<file path="config.mk">
export PLATFORM = sky130hd
export DESIGN_NAME = vfc_crc_unit
export DESIGN_NICKNAME = d
export VERILOG_FILES = /design/src/logic/vfc_pkg.sv /design/src/logic/vfc_crc_unit.sv
export SDC_FILE = /design/constraint.sdc
export NUM_CORES = 1
export LEC_CHECK = 0
export BUFFER_PORTS_ARGS = -buffer_cell sky130_fd_sc_hd__buf_2
export CAP_MARGIN = 20
export CORE_AREA = 2 2 39 41
export DETAILED_ROUTE_END_ITERATION = 7
export DIE_AREA = 0 0 41 43
export PLACE_DENSITY_LB_ADDON = 0.25
export SLEW_MARGIN = 20
export SYNTH_ARGS = -nofsm -noshare
export SYNTH_HDL_FRONTEND = slang
export SYNTH_SLANG_ARGS = --single-unit
</file>
<file path="constraint.sdc">
create_clock -name vclk -period 2.4
set_input_delay 0.24 -clock vclk [all_inputs]
set_output_delay 0.24 -clock vclk [all_outputs]
set_load 0.01 [all_outputs]
</file>
<file path="src/logic/vfc_pkg.sv">
// shared constants and types for the video frame crc checker
package vfc_pkg;
  // ----------------------------------------------------------------
  // stream geometry
  // ----------------------------------------------------------------
  localparam int BPC = 8;
  localparam int NCOMP = 3;
  localparam int PPC_MAX = 4;
  localparam int PIX_W = NCOMP * BPC;
  localparam int DATA_W = PPC_MAX * PIX_W;
  localparam int FIFO_DEPTH = 16;
  localparam int MISS_W = 4;
  localparam int AXI_AW = 8;

  typedef struct packed {
    logic [DATA_W-1:0] data;
    logic sof;
    logic eol;
  } vfc_beat_t;

  localparam int BEAT_W = $bits(vfc_beat_t);

  // ----------------------------------------------------------------
  // register map
  // ----------------------------------------------------------------
  localparam logic [AXI_AW-1:0] OFS_FORMAT = 8'h00;
  localparam logic [AXI_AW-1:0] OFS_CRC_RG = 8'h04;
  localparam logic [AXI_AW-1:0] OFS_CRC_B = 8'h08;
  localparam logic [AXI_AW-1:0] OFS_GEOMETRY = 8'h0c;
  localparam logic [AXI_AW-1:0] OFS_MISSING = 8'h10;

  localparam int FMT_CLEAR_BIT = 4;
  localparam int FMT_YCC_BIT = 31;
  localparam logic [2:0] MODE_1PPC = 3'h1;
  localparam logic [2:0] MODE_2PPC = 3'h2;
  localparam logic [2:0] MODE_4PPC = 3'h4;
  localparam logic [2:0] MODE_RESET = 3'h1;
  localparam logic [15:0] GEOM_RESET = 16'h0000;

  // ----------------------------------------------------------------
  // checksum and bus answers
  // ----------------------------------------------------------------
  localparam logic [15:0] CRC_POLY = 16'h8005;
  localparam logic [15:0] CRC_SEED = 16'h0000;
  localparam logic [1:0] RESP_OKAY = 2'h0;
  localparam logic [1:0] RESP_SLVERR = 2'h2;
endpackage

</file>
<file path="src/logic/vfc_crc_unit.sv">
// one combinational crc16 step over one component sample
module vfc_crc_unit #(
  parameter int DIN_W = 8
) (
  input wire logic [15:0] seed,
  input wire logic [DIN_W-1:0] din,
  output logic [15:0] dout
);
  // ----------------------------------------------------------------
  // msb-first serial division unrolled over the sample
  // ----------------------------------------------------------------
  function automatic logic [15:0] crc_step(input logic [15:0] s, input logic [DIN_W-1:0] d);
    logic [15:0] c;
    logic fb;
    c = s;
    fb = 1'b0;
    for (int i = DIN_W - 1; i >= 0; i--) begin
      fb = c[15] ^ d[i];
      c = {c[14:0], 1'b0} ^ (fb ? vfc_pkg::CRC_POLY : 16'h0000); // see [RL13]
    end
    return c;
  endfunction

  assign dout = crc_step(seed, din);
endmodule

</file>
==> flow_summary_export.csv <==
group,metric,value,unit
global_route,grt_max_degree,4,
critical_path,crit_path_end_kind,"primary output",
power,vdd_drop_max,0.228,mV
timing,tns,0,ns
floorplan,die-width,41,µm
clock_network,cts_hold_buf,0,
timing,final.min_clock_period,1.75,ns
global_route,grtUsageTotal,5.32,%
synthesis,synthesis.nets,53,
synthesis,yosysTopAreaCell,"xnor2_2",
finish,nClkBuffers,0,
power,p_leak,0.237,nW
finish,n_antenna_cell,0,
timing,fmax,0.570,GHz
timing,min_period_over_period,73.1,%
finish,syn2layout_area_growth,42.9,%
critical_path,critical_path_arrival,1.51,ns
status,outcome,"finished clean",
finish,final_cell_mix,"buf_2 (30), xnor2_1 (8), xor2_1 (7)",
floorplan,die_h,43,µm
hold_path,hp-start,"seed[5]",
timing,grt_setup_unrepaired,"no",
detailed_routing,dr.pass1.iters,1,
detailed_routing,ant_nets,0,
synthesis,synth_seq_area_share,0,%
global_route,grt_pass1_wl,724,µm
detailed_routing,vias,262,
finish,seq_cell_count,0,
synthesis,synthesis.area,309,µm²
power,p_total,255,µW
synthesis,synth.distinct_cells,7,
run,max_cap_violations,0,
synthesis,yosys_warnings,0,
timing,hold_violations,0,
timing,finalSetupViolCount,0,
power,powerDensity,577,mW/mm²
critical_path,critPathLaunchType,"primary input",
detailed_routing,drc,0,
clock_network,cts_resized,0,
hold_path,hp-class,"in2out",
place,io_buffers,30,
synthesis,synth_top_cell_area_share,31.6,%
critical_path,crit_start,"din[7]",
global_route,overflow,0,
detailed_routing,first_iter_violations,0,
critical_path,cp_max_fo,3,
floorplan,start_util,22.3,%
floorplan,ioPinCount,40,
critical_path,critical_path_class,"in2out",
critical_path,crit_required,2.16,ns
timing,tightest_slew,0.404,ns
synthesis,syn_inst,29,
detailed_routing,routed_via_density,3.74,
synthesis,syn_avg_cell_area,10.7,µm²
timing,slew_headroom,72.9,%
floorplan,dieArea,0.00176,mm²
place,gp_congestion,0.548,
finish,nNetsFinal,80,
global_route,antenna_found_initial,0,
finish,drive_above_1_share,68.5,%
timing,drv_slew,0,
global_route,grt_pass1_vias,233,
finish,seq_area,0,µm²
finish,final_common_cell,"buf_2",
floorplan,rows,14,
place,hpwl,520,µm
floorplan,core-area,0.00138,mm²
detailed_routing,routed_wl,526,µm
detailed_routing,drt-wirelength-per-cell,7.51,µm
clock_network,post_cts_buffers,0,
synthesis,synth_area_leaders,"xnor2_2 (32%), xnor2_1 (23%), xor2_1 (20%), buf_4 (12%), xnor3_1 (7.3%)",
[kinds of logic (layout without fill, tap and decap cells)]
| logic type | count (synthesis) | in the layout | share of synthesized area, % |
|---|---|---|---|
| xor+xnor | 23 | 23 | 86.6 |
| buf+inv | 6 | 31 | 13.4 |
[synthesized netlist by cell type]
library cell,instances
buf_4,5
xnor2_2,6
inv_1,1
xnor3_1,1
xor2_1,7
xor2_2,1
xnor2_1,8
[final cells by class]
type | count | area [µm²]
well taps | 16 | 20.0
fillers | 159 | 942
inverters | 1 | 3.75
repair buffers | 30 | 150
multi-input cells | 23 | 268
[through the flow]
step                setup slack [ns]  hold WS [ns]  instances  utilization (%)  area, µm²
global placement               0.635         0.480         70             31.9        442
global route                   0.524         0.480         70             31.9        442
finish                         0.645         0.480         70             31.9        442
detailed placement             0.620         0.480         70             31.9        442
floorplan                      0.804         0.560         29                -        309
CTS                            0.619         0.480         70             31.9        442
[power breakdown]
group / switching [mW] / internal (mW)
Combinational: 0.123 / 0.132
Clock: 0 / 0
Sequential: 0 / 0
[final timing paths]
path                  endpoint  slack, ns  cells past startpoint
worst max-delay path  dout[15]       0.65                      6
worst min-delay path  dout[13]       0.48                      0
[worst max-delay path, stage by stage]
cell,delay (ns)
buf_2,0.11
xnor2_2,0.23
xor2_2,0.24
xnor2_2,0.19
xnor3_1,0.35
buf_2,0.15
[layer usage]
layer	global-route usage, %	routed length, µm	up-vias	part of all wire, %
met5	0	0	-	0
met4	0	0	0	0
met2	10.9	226	26	43
met1	5.79	192	104	37
met3	0	107	0	20
li1	-	-	132	-
(Power assumes the default switching activity.)
